==> config.mk <==
export PLATFORM = sky130hd
export DESIGN_NAME = status_pin_routing
export DESIGN_NICKNAME = d
export VERILOG_FILES = /design/src/verilog/status_pin_pkg.sv /design/src/verilog/pin_status_if.sv /design/src/verilog/status_pin_routing.sv /design/src/verilog/gp_pin_driver.sv
export VERILOG_INCLUDE_DIRS = /design/src /design/src/verilog
export SDC_FILE = /design/constraint.sdc
export NUM_CORES = 1
export LEC_CHECK = 0
export CAP_MARGIN = 0
export CELL_PAD_IN_SITES_DETAIL_PLACEMENT = 1
export CELL_PAD_IN_SITES_GLOBAL_PLACEMENT = 2
export CORE_ASPECT_RATIO = 1.4
export CORE_MARGIN = 1.5
export CORE_UTILIZATION = 40
export DETAILED_ROUTE_END_ITERATION = 16
export DONT_BUFFER_PORTS = 1
export PLACE_DENSITY_LB_ADDON = 0.1
export SYNTH_ARGS = -nofsm -noshare
export SYNTH_HDL_FRONTEND = slang
export SYNTH_SLANG_ARGS = --single-unit
==> constraint.sdc <==
create_clock -name clk_sys -period 1.6 [get_ports clk_sys]
set_input_delay 0.08 -clock clk_sys [delete_from_list [all_inputs] [get_ports clk_sys]]
set_output_delay 0.08 -clock clk_sys [all_outputs]
set_load 0.02 [all_outputs]
==> src/verilog/status_pin_cfg.svh <==
/*
 * register addresses, field positions and reset values of the status pin routing block.
 * assumes it is included by bare name from the routing file; the pin driver file does not include it.
 */
`ifndef STATUS_PIN_CFG_SVH
`define STATUS_PIN_CFG_SVH

// ****************************************
// register addresses
// ****************************************
`define CLIP_CFG_ADDR 8'h21
`define FAULT_CFG_ADDR 8'h22
`define GP_CFG_ADDR 8'h23

// ****************************************
// reset values
// ****************************************
`define CLIP_CFG_RESET 8'h00
`define FAULT_CFG_RESET 8'h00
`define GP_CFG_RESET 8'h00
`define UNMAPPED_READ 8'h00

// ****************************************
// clip configuration field positions
// ****************************************
`define CLIP_EN_BIT 6
`define CLIP_LVL_HI 5
`define CLIP_LVL_LO 4
`define UPPER_TO_TWO_BIT 3
`define UPPER_TO_ONE_BIT 2
`define LOWER_TO_TWO_BIT 1
`define LOWER_TO_ONE_BIT 0

// ****************************************
// pin function field positions
// ****************************************
`define FAULT_FUNC_HI 3
`define FAULT_FUNC_LO 0
`define GP_FUNC_W 4

`endif

==> src/verilog/status_pin_pkg.sv <==
/*
 * types shared by the status pin routing block: pin function codes and clip levels.
 * assumes nothing of its surroundings.
 */
package status_pin_pkg;

	// ****************************************
	// pin function codes
	// ****************************************
	typedef enum logic [3:0] {
		FP_FAULT = 4'h0,
		FP_WARN = 4'h1,
		FP_GRP_ONE = 4'h2,
		FP_GRP_TWO = 4'h3
	} fault_func_e;

	typedef enum logic [3:0] {
		GP_HIZ = 4'h0,
		GP_WARN = 4'h1,
		GP_FAULT = 4'h2,
		GP_GRP_ONE = 4'h3,
		GP_GRP_TWO = 4'h4,
		GP_SYNC_OUT = 4'h5,
		GP_HIGH = 4'h6,
		GP_LOW = 4'h7,
		GP_SYNC_IN = 4'h8,
		GP_MUTE = 4'h9
	} gp_func_e;

	// clip threshold selection
	typedef enum logic [1:0] {
		THD_2PCT = 2'h0,
		THD_5PCT = 2'h1,
		THD_10PCT = 2'h2,
		THD_1PCT = 2'h3
	} clip_level_e;

endpackage

==> src/verilog/pin_status_if.sv <==
/*
 * status signals that the routing block hands to each pin driver.
 * assumes all signals are the next-cycle values, on clk_sys.
 */
`timescale 1ns/1ps

interface pin_status_if;
	logic warn_out_n; // warning, active low
	logic fault_out_n; // fault, active low
	logic grp_one; // clip group one
	logic grp_two; // clip group two
	logic sync_out; // switching frequency level
	modport source (output warn_out_n, fault_out_n, grp_one, grp_two, sync_out);
	modport sink (input warn_out_n, fault_out_n, grp_one, grp_two, sync_out);
endinterface

==> src/verilog/status_pin_routing.sv <==
/*
 * status pin routing: clip configuration, fault pin and two general-purpose pins.
 * assumes a register port on clk_sys, status inputs from logic on clk_sys, and
 * pins whose inputs arrive asynchronously.
 */
// How it works
// clip detection runs only while enable set
// threshold field picks 2, 5, 10, 1 percent
// upper pair clipping drives group two
// upper pair clipping drives group one
// lower pair clipping drives group two
// lower pair clipping drives group one
// fault pin open drain fault or warning
// fault pin push-pull clip group one/two
// gp pin hi-z, warning or fault open drain
// gp pin push-pull clip group one/two
// gp pin push-pull switching frequency out
// gp pin constant high or low
// gp pin sync input followed by device
// gp pin active-low mute input
// warning is any enabled source set
// unlisted codes leave pin inactive
// groups inactive while detection disabled
`timescale 1ns/1ps
`include "status_pin_cfg.svh"

module status_pin_routing
	import status_pin_pkg::*;
#(
	parameter int WARN_W = 8,
	parameter int GP_PINS = 2
) (
	input wire logic clk_sys,
	input wire logic rst_n,
	input wire logic [7:0] reg_addr,
	input wire logic [7:0] reg_wdata,
	input wire logic reg_write,
	input wire logic reg_read,
	output logic [7:0] reg_rdata,
	input wire logic chan_one_clipping,
	input wire logic chan_two_clipping,
	input wire logic chan_three_clipping,
	input wire logic chan_four_clipping,
	input wire logic fault_active,
	input wire logic [WARN_W-1:0] warn_sources,
	input wire logic [WARN_W-1:0] warn_enables,
	input wire logic sw_freq_level,
	output logic fault_pin_out,
	output logic fault_pin_oe_n,
	input wire logic [GP_PINS-1:0] gp_pin_in,
	output logic [GP_PINS-1:0] gp_pin_out,
	output logic [GP_PINS-1:0] gp_pin_oe_n,
	output logic clip_detect_enable,
	output logic [1:0] clip_threshold_select,
	output logic clip_group_one,
	output logic clip_group_two,
	output logic warn_active,
	output logic mute_request,
	output logic ext_sync_select,
	output logic ext_sync_level
);

	// ****************************************
	// declarations
	// ****************************************
	logic [7:0] clip_cfg_reg, clip_cfg_next; // clip configuration
	logic [7:0] fault_cfg_reg, fault_cfg_next; // fault pin function
	logic [7:0] gp_cfg_reg, gp_cfg_next; // both gp pin functions
	logic [7:0] rdata_reg, rdata_next; // read data
	logic grp_one_reg, grp_one_next; // clip group one
	logic grp_two_reg, grp_two_next; // clip group two
	logic warn_reg, warn_next; // warning signal
	logic fpin_out_reg, fpin_out_next; // fault pin level
	logic fpin_oe_n_reg, fpin_oe_n_next; // fault pin enable
	logic [GP_PINS-1:0] gp_out_reg, gp_out_next; // gp pin levels
	logic [GP_PINS-1:0] gp_oe_n_reg, gp_oe_n_next; // gp pin enables
	logic [GP_PINS-1:0] gp_meta_reg; // first sync stage
	logic [GP_PINS-1:0] gp_sync_reg; // second sync stage
	logic mute_reg, mute_next; // mute request
	logic sync_sel_reg, sync_sel_next; // external sync chosen
	logic sync_lvl_reg, sync_lvl_next; // followed sync level
	logic [GP_PINS-1:0] drv_out; // driver decoded level
	logic [GP_PINS-1:0] drv_oe_n; // driver decoded enable
	logic [GP_PINS-1:0] mute_in_n; // per-pin mute, active low
	logic [GP_PINS-1:0] is_sync_in; // per-pin sync in selected
	logic [GP_PINS-1:0] sync_in_lvl; // per-pin sync level
	pin_status_if st ();

	// ****************************************
	// helper functions
	// ****************************************
	// register read decode; unmapped addresses read as zero
	function automatic logic [7:0] read_mux(input logic [7:0] addr, input logic [7:0] clip,
		input logic [7:0] fault, input logic [7:0] gp);
		logic [7:0] value;
		value = `UNMAPPED_READ;
		case (addr)
			`CLIP_CFG_ADDR: value = clip;
			`FAULT_CFG_ADDR: value = fault;
			`GP_CFG_ADDR: value = gp;
			default: value = `UNMAPPED_READ;
		endcase
		return value;
	endfunction

	// function field of one gp pin
	function automatic logic [3:0] gp_func(input logic [7:0] cfg, input int idx);
		return cfg[idx*`GP_FUNC_W +: `GP_FUNC_W];
	endfunction

	// ****************************************
	// register file
	// ****************************************
	// writes land at the next edge; reads answer one edge after the strobe
	always_comb begin
		clip_cfg_next = clip_cfg_reg;
		fault_cfg_next = fault_cfg_reg;
		gp_cfg_next = gp_cfg_reg;
		rdata_next = rdata_reg;
		if (reg_write) begin
			case (reg_addr)
				`CLIP_CFG_ADDR: clip_cfg_next = reg_wdata;
				`FAULT_CFG_ADDR: fault_cfg_next = reg_wdata;
				`GP_CFG_ADDR: gp_cfg_next = reg_wdata;
				default: clip_cfg_next = clip_cfg_reg; // unmapped write ignored
			endcase
		end
		if (reg_read) begin
			rdata_next = read_mux(reg_addr, clip_cfg_reg, fault_cfg_reg, gp_cfg_reg);
		end
	end

	always_ff @(posedge clk_sys or negedge rst_n) begin
		if (!rst_n) begin
			clip_cfg_reg <= `CLIP_CFG_RESET;
			fault_cfg_reg <= `FAULT_CFG_RESET;
			gp_cfg_reg <= `GP_CFG_RESET;
			rdata_reg <= `UNMAPPED_READ;
		end else begin
			clip_cfg_reg <= clip_cfg_next;
			fault_cfg_reg <= fault_cfg_next;
			gp_cfg_reg <= gp_cfg_next;
			rdata_reg <= rdata_next;
		end
	end

	// ****************************************
	// clip groups and warning
	// ****************************************
	// both groups forced off while detection is disabled
	always_comb begin
		grp_one_next = 1'b0;
		grp_two_next = 1'b0;
		if (clip_cfg_reg[`CLIP_EN_BIT]) begin
			grp_one_next = (clip_cfg_reg[`LOWER_TO_ONE_BIT]
				&& (chan_one_clipping || chan_two_clipping))
				|| (clip_cfg_reg[`UPPER_TO_ONE_BIT]
				&& (chan_three_clipping || chan_four_clipping));
			grp_two_next = (clip_cfg_reg[`LOWER_TO_TWO_BIT]
				&& (chan_one_clipping || chan_two_clipping))
				|| (clip_cfg_reg[`UPPER_TO_TWO_BIT]
				&& (chan_three_clipping || chan_four_clipping));
		end
		warn_next = |(warn_sources & warn_enables);
		st.grp_one = grp_one_next;
		st.grp_two = grp_two_next;
		st.warn_out_n = ~warn_next;
		st.fault_out_n = ~fault_active;
		st.sync_out = sw_freq_level;
	end

	// ****************************************
	// fault pin
	// ****************************************
	// open drain modes pull low on the active signal, else release
	always_comb begin
		fpin_out_next = 1'b0;
		fpin_oe_n_next = 1'b1;
		case (fault_cfg_reg[`FAULT_FUNC_HI:`FAULT_FUNC_LO])
			FP_FAULT: fpin_oe_n_next = ~fault_active;
			FP_WARN: fpin_oe_n_next = ~warn_next;
			FP_GRP_ONE: begin
				fpin_out_next = grp_one_next;
				fpin_oe_n_next = 1'b0;
			end
			FP_GRP_TWO: begin
				fpin_out_next = grp_two_next;
				fpin_oe_n_next = 1'b0;
			end
			default: fpin_oe_n_next = 1'b1;
		endcase
	end

	// ****************************************
	// general-purpose pins
	// ****************************************
	// one decoder per pin, each reading its own function field
	for (genvar i = 0; i < GP_PINS; i++) begin : g_pin
		gp_pin_driver u_drv (
			.st(st),
			.func(gp_func(gp_cfg_reg, i)),
			.pin_out(drv_out[i]),
			.pin_oe_n(drv_oe_n[i])
		);
		assign is_sync_in[i] = gp_func(gp_cfg_reg, i) == GP_SYNC_IN;
		assign mute_in_n[i] = !(gp_func(gp_cfg_reg, i) == GP_MUTE) || gp_sync_reg[i];
		assign sync_in_lvl[i] = is_sync_in[i] && gp_sync_reg[i];
	end

	// mute while any mute-configured pin is held low; lowest pin wins sync
	always_comb begin
		gp_out_next = drv_out;
		gp_oe_n_next = drv_oe_n;
		mute_next = ~&mute_in_n;
		sync_sel_next = |is_sync_in;
		sync_lvl_next = 1'b0;
		for (int k = GP_PINS - 1; k >= 0; k--) begin
			if (is_sync_in[k]) begin
				sync_lvl_next = sync_in_lvl[k];
			end
		end
	end

	// ****************************************
	// status and pin registers
	// ****************************************
	// pin inputs pass two flops before any logic reads them
	always_ff @(posedge clk_sys or negedge rst_n) begin
		if (!rst_n) begin
			grp_one_reg <= 1'b0;
			grp_two_reg <= 1'b0;
			warn_reg <= 1'b0;
			fpin_out_reg <= 1'b0;
			fpin_oe_n_reg <= 1'b1;
			gp_out_reg <= '0;
			gp_oe_n_reg <= '1;
			gp_meta_reg <= '1;
			gp_sync_reg <= '1;
			mute_reg <= 1'b0;
			sync_sel_reg <= 1'b0;
			sync_lvl_reg <= 1'b0;
		end else begin
			grp_one_reg <= grp_one_next;
			grp_two_reg <= grp_two_next;
			warn_reg <= warn_next;
			fpin_out_reg <= fpin_out_next;
			fpin_oe_n_reg <= fpin_oe_n_next;
			gp_out_reg <= gp_out_next;
			gp_oe_n_reg <= gp_oe_n_next;
			gp_meta_reg <= gp_pin_in;
			gp_sync_reg <= gp_meta_reg;
			mute_reg <= mute_next;
			sync_sel_reg <= sync_sel_next;
			sync_lvl_reg <= sync_lvl_next;
		end
	end

	// ****************************************
	// outputs
	// ****************************************
	assign reg_rdata = rdata_reg;
	assign clip_detect_enable = clip_cfg_reg[`CLIP_EN_BIT];
	assign clip_threshold_select = clip_cfg_reg[`CLIP_LVL_HI:`CLIP_LVL_LO];
	assign clip_group_one = grp_one_reg;
	assign clip_group_two = grp_two_reg;
	assign warn_active = warn_reg;
	assign fault_pin_out = fpin_out_reg;
	assign fault_pin_oe_n = fpin_oe_n_reg;
	assign gp_pin_out = gp_out_reg;
	assign gp_pin_oe_n = gp_oe_n_reg;
	assign mute_request = mute_reg;
	assign ext_sync_select = sync_sel_reg;
	assign ext_sync_level = sync_lvl_reg;
endmodule

==> src/verilog/gp_pin_driver.sv <==
/*
 * combinational drive decode of one general-purpose pin from its function code.
 * assumes the parent registers pin_out and pin_oe_n before they reach the pad.
 */
`timescale 1ns/1ps

module gp_pin_driver
	import status_pin_pkg::*;
(
	pin_status_if.sink st,
	input wire logic [3:0] func,
	output logic pin_out,
	output logic pin_oe_n
);

	// ****************************************
	// drive decode
	// ****************************************
	// oe_n low means the pad is driven; open drain releases by raising oe_n
	always_comb begin
		pin_out = 1'b0;
		pin_oe_n = 1'b1;
		case (func)
			GP_HIZ: begin
				pin_oe_n = 1'b1;
			end
			GP_WARN: begin
				pin_oe_n = st.warn_out_n;
			end
			GP_FAULT: begin
				pin_oe_n = st.fault_out_n;
			end
			GP_GRP_ONE: begin
				pin_out = st.grp_one;
				pin_oe_n = 1'b0;
			end
			GP_GRP_TWO: begin
				pin_out = st.grp_two;
				pin_oe_n = 1'b0;
			end
			GP_SYNC_OUT: begin
				pin_out = st.sync_out;
				pin_oe_n = 1'b0;
			end
			GP_HIGH: begin
				pin_out = 1'b1;
				pin_oe_n = 1'b0;
			end
			GP_LOW: begin
				pin_out = 1'b0;
				pin_oe_n = 1'b0;
			end
			GP_SYNC_IN, GP_MUTE: begin
				pin_oe_n = 1'b1;
			end
			default: begin
				pin_oe_n = 1'b1;
			end
		endcase
	end

endmodule

# ---- Yosys cells after proc, flatten, opt, wreduce, memory -nomap -nowiden
# Cells that the tools add are included.
dict set report totals {
  reg_bits 48
  inputBits 44
  output_inout_bits 23
  wordCells 79
}
dict set report op_classes {
  n_eq_ne 24
  n_mux 11
  bitwise 3
  reduce_logical 25
}
# op n
set op_table {}
lappend op_table {{$eq 4x3->1 const B} 8}
lappend op_table {{$eq 4x2->1 const B} 6}
lappend op_table {{$eq 8x6->1 const B} 3}
lappend op_table {{$pmux 8 s3} 1}
lappend op_table {{$eq 4x4->1 const B} 4}
lappend op_table {{$eq 4x1->1 const B} 3}
lappend op_table {{$reduce_or 5->1} 2}
lappend op_table {{$pmux 1 s3} 3}
lappend op_table {{$and 8x8->8} 1}
lappend op_table {{$pmux 1 s4} 2}
lappend op_table {{$reduce_and 2->1} 4}
lappend op_table {{$reduce_or 8->1} 1}
lappend op_table {{$logic_and 1x1->1} 6}
lappend op_table {{$logic_or 1x1->1} 6}
lappend op_table {{$logic_not 4->1} 1}
lappend op_table {{$mux 1} 4}
lappend op_table {{$reduce_or 2->1} 2}
lappend op_table {{$logic_not 1->1} 3}
lappend op_table {{$not 1->1} 2}
lappend op_table {{$pmux 1 s2} 1}

# ---- Logic depth before layout (Yosys ltp)
# Gate-level depths: netlist (run 1).
dict set report logic_depth {
  depth_word 5
  ltp_mapped 5
  depth_no_buf 3
}

# ---- By module
# Synthesis (run 1) repeated with hierarchy kept, for this count alone.
dict set report unflattened {
  hier_cells 170
  hier_area_um2 2130.8
}
# mod n_inst cells_each area_per_inst_um2 seq_area_each_um2
set modules_own_cells {}
lappend modules_own_cells {status_pin_routing 1 150 2010.7 1209.9}
lappend modules_own_cells {gp_pin_driver 2 10 60.1 0.0}

# ---- Worst setup path before layout (run 1)
# Ideal clock, no wire load.
dict set report synth_path {
  kind {input-to-reg}
  from {input port reg_addr[7]}
  to {register clip_cfg_reg[0]}
  setup_time_ns 0.125
  arrival_ns 1.105
  required_time_ns 1.475
  setup_slack_ns 0.370
  path_stages 4
  path_buffers 1
  path_cell_list {nor4_4 -> and4b_1 -> buf_4 -> mux2_2}
}
dict set report synth_between {
  elab_chain_len 2
}
# item line_no
set synth_rtl {}
lappend synth_rtl {{from (decl)} status_pin_routing.sv:35} ;# input wire logic [7:0] reg_addr,
lappend synth_rtl {{$eq 8x6->1} status_pin_routing.sv:121} ;# case (reg_addr)
lappend synth_rtl {{$reduce_and 2->1 (no source line)} --}
lappend synth_rtl {{to (signal assigned)} status_pin_routing.sv:135} ;# clip_cfg_reg <= `CLIP_CFG_RESET;
lappend synth_rtl {{to (signal assigned)} status_pin_routing.sv:140} ;# clip_cfg_reg <= clip_cfg_next;
lappend synth_rtl {{to (decl)} status_pin_routing.sv:66} ;# logic [7:0] clip_cfg_reg, clip_cfg_next;
# No other way between the ends.
# A chain may end at the register's enable or synchronous reset.

# ---- Worst setup path in the final report (run 1)
dict set report layout_path {
  from {register gp_cfg_reg[1]}
  to {register sync_lvl_reg (netlist: ext_sync_level)}
}
dict set report layout_between {
  elab_chain_len 3
}
# item line_no
set layout_rtl {}
lappend layout_rtl {{from (decl)} status_pin_routing.sv:68} ;# logic [7:0] gp_cfg_reg, gp_cfg_next;
lappend layout_rtl {{from (signal assigned)} status_pin_routing.sv:137} ;# gp_cfg_reg <= `GP_CFG_RESET;
lappend layout_rtl {{from (signal assigned)} status_pin_routing.sv:142} ;# gp_cfg_reg <= gp_cfg_next;
lappend layout_rtl {{$eq 4x4->1 (*)} status_pin_routing.sv:205} ;# assign is_sync_in[i] = gp_func(gp_cfg_reg, i) == GP_SYNC_IN;
lappend layout_rtl {{$logic_and 1x1->1} status_pin_routing.sv:207} ;# assign sync_in_lvl[i] = is_sync_in[i] && gp_sync_reg[i];
lappend layout_rtl {{$mux 1 (*)} status_pin_routing.sv:218} ;# if (is_sync_in[k]) begin
lappend layout_rtl {{named net sync_lvl_next} status_pin_routing.sv:81} ;# logic sync_lvl_reg, sync_lvl_next;
lappend layout_rtl {{to (signal assigned)} status_pin_routing.sv:254} ;# sync_lvl_reg <= sync_lvl_next;
lappend layout_rtl {{to (decl)} status_pin_routing.sv:81}
# Mark *: on every way through the listed nets, which the timed path passes. The rest lies on a longest branch.

==> results of run 1 <==
==> power by group through the flow <==
stage / clock (W) / sequential, W / combinational [W]
6_report: 0.000729 / 0.00134 / 0.000187
5_1_grt: 0.000807 / 0.00135 / 0.000208
4_1_cts: 0.000762 / 0.00134 / 0.000191
3_5_place_dp: 0 / 0.00136 / 0.000117
3_3_place_gp: 0 / 0.00136 / 0.000110
2_1_floorplan: 0 / 0.00134 / 0.000115
==> kinds of logic (layout without fill, tap and decap cells) <==
logic type	count (synthesis)	after routing	synth area share, %
AO/OA/AOI/OAI	40	40	12.8
buffers and inverters	16	34	3.48
flip-flops	48	48	56.0
multiplexers	32	32	16.7
AND/OR/NAND/NOR	34	34	11.0
==> layer usage <==
layer | up-vias | wire length (um) | share of wire, % | track usage, %
li1 | 666 | - | - | -
met1 | 763 | 1960 | 38 | 22.0
met2 | 41 | 2950 | 56 | 34.6
met3 | 6 | 240 | 4.6 | 4.51
met4 | 0 | 68 | 1.3 | 5.21
met5 | - | 0 | 0 | 0
==> what timing repair did <==
item                                   in CTS  in global routing
endpoints found under the hold margin      83                  0
hold buffers                               15                  0
setup buffers                               0                  0
==> cells in the mapped netlist (2+ instances only) <==
cell / instances
dfrtp_1: 41
mux2_2: 32
a22oi_1: 12
o22ai_1: 9
inv_1: 8
dfstp_2: 7
nand2b_1: 5
nor2_1: 4
nor2b_1: 4
o21ai_0: 4
a21oi_1: 3
a22o_1: 3
buf_2: 3
buf_4: 3
nand2_1: 3
nand3_1: 3
nor3_1: 3
a211oi_1: 2
nand4_2: 2
nor4b_1: 2
nor4bb_1: 2
o211ai_1: 2
o31ai_1: 2
==> stage by stage <==
step                      area, sq um  hold slack, ns  instances  util (%)
after floorplan                  2160          -0.216        170         -
final                            2480         0.00866        254      47.7
after CTS                        2480         0.00345        254      47.7
after detailed placement         2220          -0.215        231      42.7
after global routing             2480          0.0277        254      47.7
after global placement           2220          -0.215        231      42.7
==> worst max path at each step <==
stage                              from  slack (ns)  cells after the start               to
after floorplan             reg_addr[7]        0.37                      4  clip_cfg_reg[0]
after global placement      reg_addr[7]        0.21                      3  clip_cfg_reg[6]
after detailed placement    reg_addr[7]        0.10                      3  clip_cfg_reg[5]
after CTS                 gp_cfg_reg[1]        0.30                      3   ext_sync_level
after global routing      gp_cfg_reg[1]        0.28                      3   ext_sync_level
final                     gp_cfg_reg[1]        0.36                      3   ext_sync_level
==> layout by cell type (no fill, tap or decap), types with 5 or more instances in the layout <==
cell            n
dlygate4sd3_1  14
nand2b_1        5
o22ai_1         9
mux2_2         32
a22oi_1        12
dfrtp_1        41
inv_1           8
clkbuf_8        6
dfstp_2         7
==> tightest hold or removal path: cells and delay by family <==
kind | cells | cell delay [ns]
and+or+nand+nor | 1 | 0.10
AOI/OAI and AO/OA | 2 | 0.12
==> final cells by class <==
cell class	count	area share [%]
Clock inverter	2	0.404
Multi-Input combinational cell	106	35.3
Clock buffer	6	3.33
Inverter	8	1.21
Tap cell	66	3.33
Timing Repair Buffer	18	7.67
Sequential cell	48	48.8
==> reports/metrics.cfg, run 1 <==
[placed_design]
hpwl_um=3820
port_buffers=0
dp_slack_ns=0.102
gp_congestion=0.819

[final_layout]
fillers=557
num_antenna_cells=0
area_delta_synth_final_pct=14.8
drive_above_1_share_pct=28.7
final_nets=231
multiInputGateArea_sq_um=875
regArea_sq_um=1210

[critical_path]
crit_chain=nor4b_1 > buf_4 > o21ai_0
critPathSlowestCell=dfrtp_1
r2r-end=ext_sync_level
cp_num_buf_inv=1
arrival_ns=1.43
rr_startpoint=gp_cfg_reg[1]
critPathKind=flop to flop
worstPathRequired_ns=1.79
max_stage_delay_ns=0.47
cp-end-kind=flop
crit_family=flip-flops
crit_fanout=9
r2r.worst_path.cells=3
start_kind=flop
rrSetupSlack_ns=0.36

[synthesis]
async_flop_share_pct=100
yosysSeqAreaShare_pct=56.0
netlist_area_sq_um=2160
synth_area_per_cell_sq_um=12.7
synth_top_cell_by_area=dfrtp_1
synth_seq_cells=48
synth_edf_count=0
yosys-top-cells-area=dfrtp_1 (48%), mux2_2 (17%), dfstp_2 (8.5%)
synth_ff_type=dfrtp_1
ys_warn_count=0
synth_top_area_share_pct=47.5
syn_inst=170
synthDistinctLibCells=34
synth_nets=214

[clock_network]
cts.repair.resized=0
clockBufferDepth=2
cts-root-buf=clkbuf_8
htreeDepth=2
clk_pin_slew_ns=0.08
clkSinkCount=48
cts_tree=built
clk_latency_ns=0.30
cts_made_buffers=5

[pwr]
switchingPower_w=0.000539
p_sw_share_pct=23.9
p_comb_share_pct=8.3
power_density_nw_per_um2=909
max-vdd-ir-drop_mv=0.474
p_int_w=0.00172
p_clk_share_pct=32.3
finalPower_w=0.00225
p_seq_share_pct=59.4
leakagePower_nw=1.11

[floorplanning]
start_util_pct=41.6
die_h_um=89.9
fp-row-count=31
die-area_sq_um=5860
die_w_um=65.1
ios=67
core_area_sq_um=5200

[timing]
hold_viol_final=0
slew-limit-headroom_pct=46.6
finalSetupViolations=0
grt_setup_unrepaired=false
finClkSkew_ns=0.00468
period_share_pct=77.8
worst_pin_slew_ns=0.800
fin_ws_ns=0.356
clock.fmax_ghz=0.804
drv_slew=0
finalCriticalPeriod_ns=1.24
tns_ns=0

[routing]
dr.pass1.iters=4
drc=0
drtAntennaViolNets=0
wl_per_cell_um=20.5
totalWireLength_um=5220
vias=1476
drt_iter0_drc=49
routed_via_density=5.81

[worst_hold_path]
min_path_type=primary input to flop
whs_path_depth=3
min_from=fault_active
whs_endpoint=gp_pin_oe_n[1]

[grt]
track_usage_pct=19.1
grt_pass1_wl_um=8340
grt_max_degree=49
overflow=0
grt_pass1_vias=1621
antenna_found_initial=0

[run_status]
status=completed

[flow_run]
cap_violations=0

(Power assumes the default switching activity.)
==> run 2, diff against run 1 <==
==> constraint.sdc (replaced) <==
create_clock -name clk_sys -period 1.3 [get_ports clk_sys]
set_input_delay 0.065 -clock clk_sys [delete_from_list [all_inputs] [get_ports clk_sys]]
set_output_delay 0.065 -clock clk_sys [all_outputs]
set_load 0.02 [all_outputs]
==> reports/metrics.cfg, run 2 (synthesized netlist as in run 1, its figures left out) <==
[routing]
totalWireLength_um=5480
wl_per_cell_um=20.6
drt_iter0_drc=65
vias=1545
dr.pass1.iters=4
drtAntennaViolNets=0
routed_via_density=5.81
drc=0

[final_layout]
final_common_cell=dfrtp_1
design_area_sq_um=2560
multiInputGateArea_sq_um=881
layout_common_cells=dfrtp_1 (41), mux2_2 (32), buf_4 (15)
fin_cells=266
final_nets=243
regArea_sq_um=1210
area_delta_synth_final_pct=18.8
fin_util_pct=49.4
num_antenna_cells=0
fillers=555
drive_above_1_share_pct=32.5

[floorplanning]
core_area_sq_um=5200
die_w_um=65.1
die-area_sq_um=5860
start_util_pct=41.6
fp-row-count=31
die_h_um=89.9
ios=67

[timing]
worst_pin_slew_ns=0.346
hold_viol_final=0
drv_slew=0
tns_ns=0
finalCriticalPeriod_ns=1.18
finClkSkew_ns=0.00821
finalSetupViolations=0
fin_ws_ns=0.117
clock.fmax_ghz=0.846
period_share_pct=91.0
slew-limit-headroom_pct=76.6
grt_setup_unrepaired=false

[clock_network]
cts_tree=built
clockBufferDepth=2
cts-root-buf=clkbuf_8
clk_pin_slew_ns=0.09
clk_latency_ns=0.30
htreeDepth=2
cts_made_buffers=5
clkSinkCount=48

[grt]
grt_pass1_wl_um=8680
antenna_found_initial=0
grt_pass1_vias=1667
grt_max_degree=49
overflow=0
track_usage_pct=20.1

[critical_path]
critPathKind=flop to flop
crit_chain=mux2_2 > a22oi_1 > o22ai_1
r2r.worst_path.cells=3
worstPathRequired_ns=1.48
cp_num_buf_inv=0
crit_family=flip-flops
start_kind=flop
arrival_ns=1.36
cp-end-kind=flop
max_stage_delay_ns=0.47
critPathSlowestCell=dfrtp_1
crit_fanout=8
cp.depth=3

[run_status]
status=completed

[pwr]
power_density_nw_per_um2=1070
max-vdd-ir-drop_mv=0.532
leakagePower_nw=1.17

[worst_hold_path]
min_path_type=primary input to flop
whs_path_depth=2

[placed_design]
hpwl_um=4110
dp_slack_ns=-0.0167
dpl_cell_area_sq_um=2310
port_buffers=0
gp_congestion=0.771
place_inst=243

[flow_run]
cap_violations=0

==> run 2: power by group <==
group | internal (W) | leakage (nW) | switching [W]
combinational | 0.000138 | 0.488 | 0.000126
sequential | 0.00156 | 0.637 | 0.0000741
clock | 0.000378 | 0.0422 | 0.000462
==> run 2: worst paths after layout <==
| check | to | start | slack (ns) |
|---|---|---|---|
| setup / recovery | reg_rdata[4] | gp_cfg_reg[4] | 0.12 |
| hold / removal | reg_rdata[4] | reg_addr[0] | 0.002 |
| min in group asynchronous | ext_sync_level | rst_n | 0.29 |
| setup reg to reg | reg_rdata[4] | gp_cfg_reg[4] | 0.12 |
| hold reg to reg | gp_sync_reg[0] | gp_meta_reg[0] | 0.36 |
| max in group asynchronous | gp_pin_oe_n[0] | rst_n | 0.73 |
==> run 2: area by class of cell <==
| class | count | share of cell area [%] |
|---|---|---|
| well taps | 66 | 3.22 |
| clock inverters | 1 | 0.195 |
| repair buffers | 30 | 10.9 |
| clock buffers | 7 | 2.98 |
| multi-input cells | 106 | 34.3 |
| inverters | 8 | 1.17 |
| flip-flops and latches | 48 | 47.2 |
==> run 2: stage by stage <==
step                      power (W)  hold WS, ns
after global placement      0.00183       -0.230
final                       0.00274      0.00220
after global routing        0.00289       0.0171
after floorplan             0.00179       -0.231
after detailed placement    0.00184       -0.230
after CTS                   0.00279      0.00664
==> run 2: worst reg2reg max path, cell delays in order (launching register included) <==
cell     delay, ns
dfrtp_1       0.47
mux2_2        0.30
a22oi_1       0.20
o22ai_1       0.10
==> run 2: layer usage <==
layer  routed length (um)  vias up  GRT usage (%)  part of all wire, %
met2                 3120       45           36.4                   57
li1                     -      697              -                    -
met5                    0        -              0                    0
met1                 2040      798           23.4                   37
met3                  234        5           4.01                  4.3
met4                   78        0           6.25                  1.4
==> run 2: timing repair <==
item,CTS,global route
setup buffers,0,0
hold buffers,15,0
setup endpoints to repair,0,1
gates resized for setup,0,1
endpoints found under the hold margin,84,0
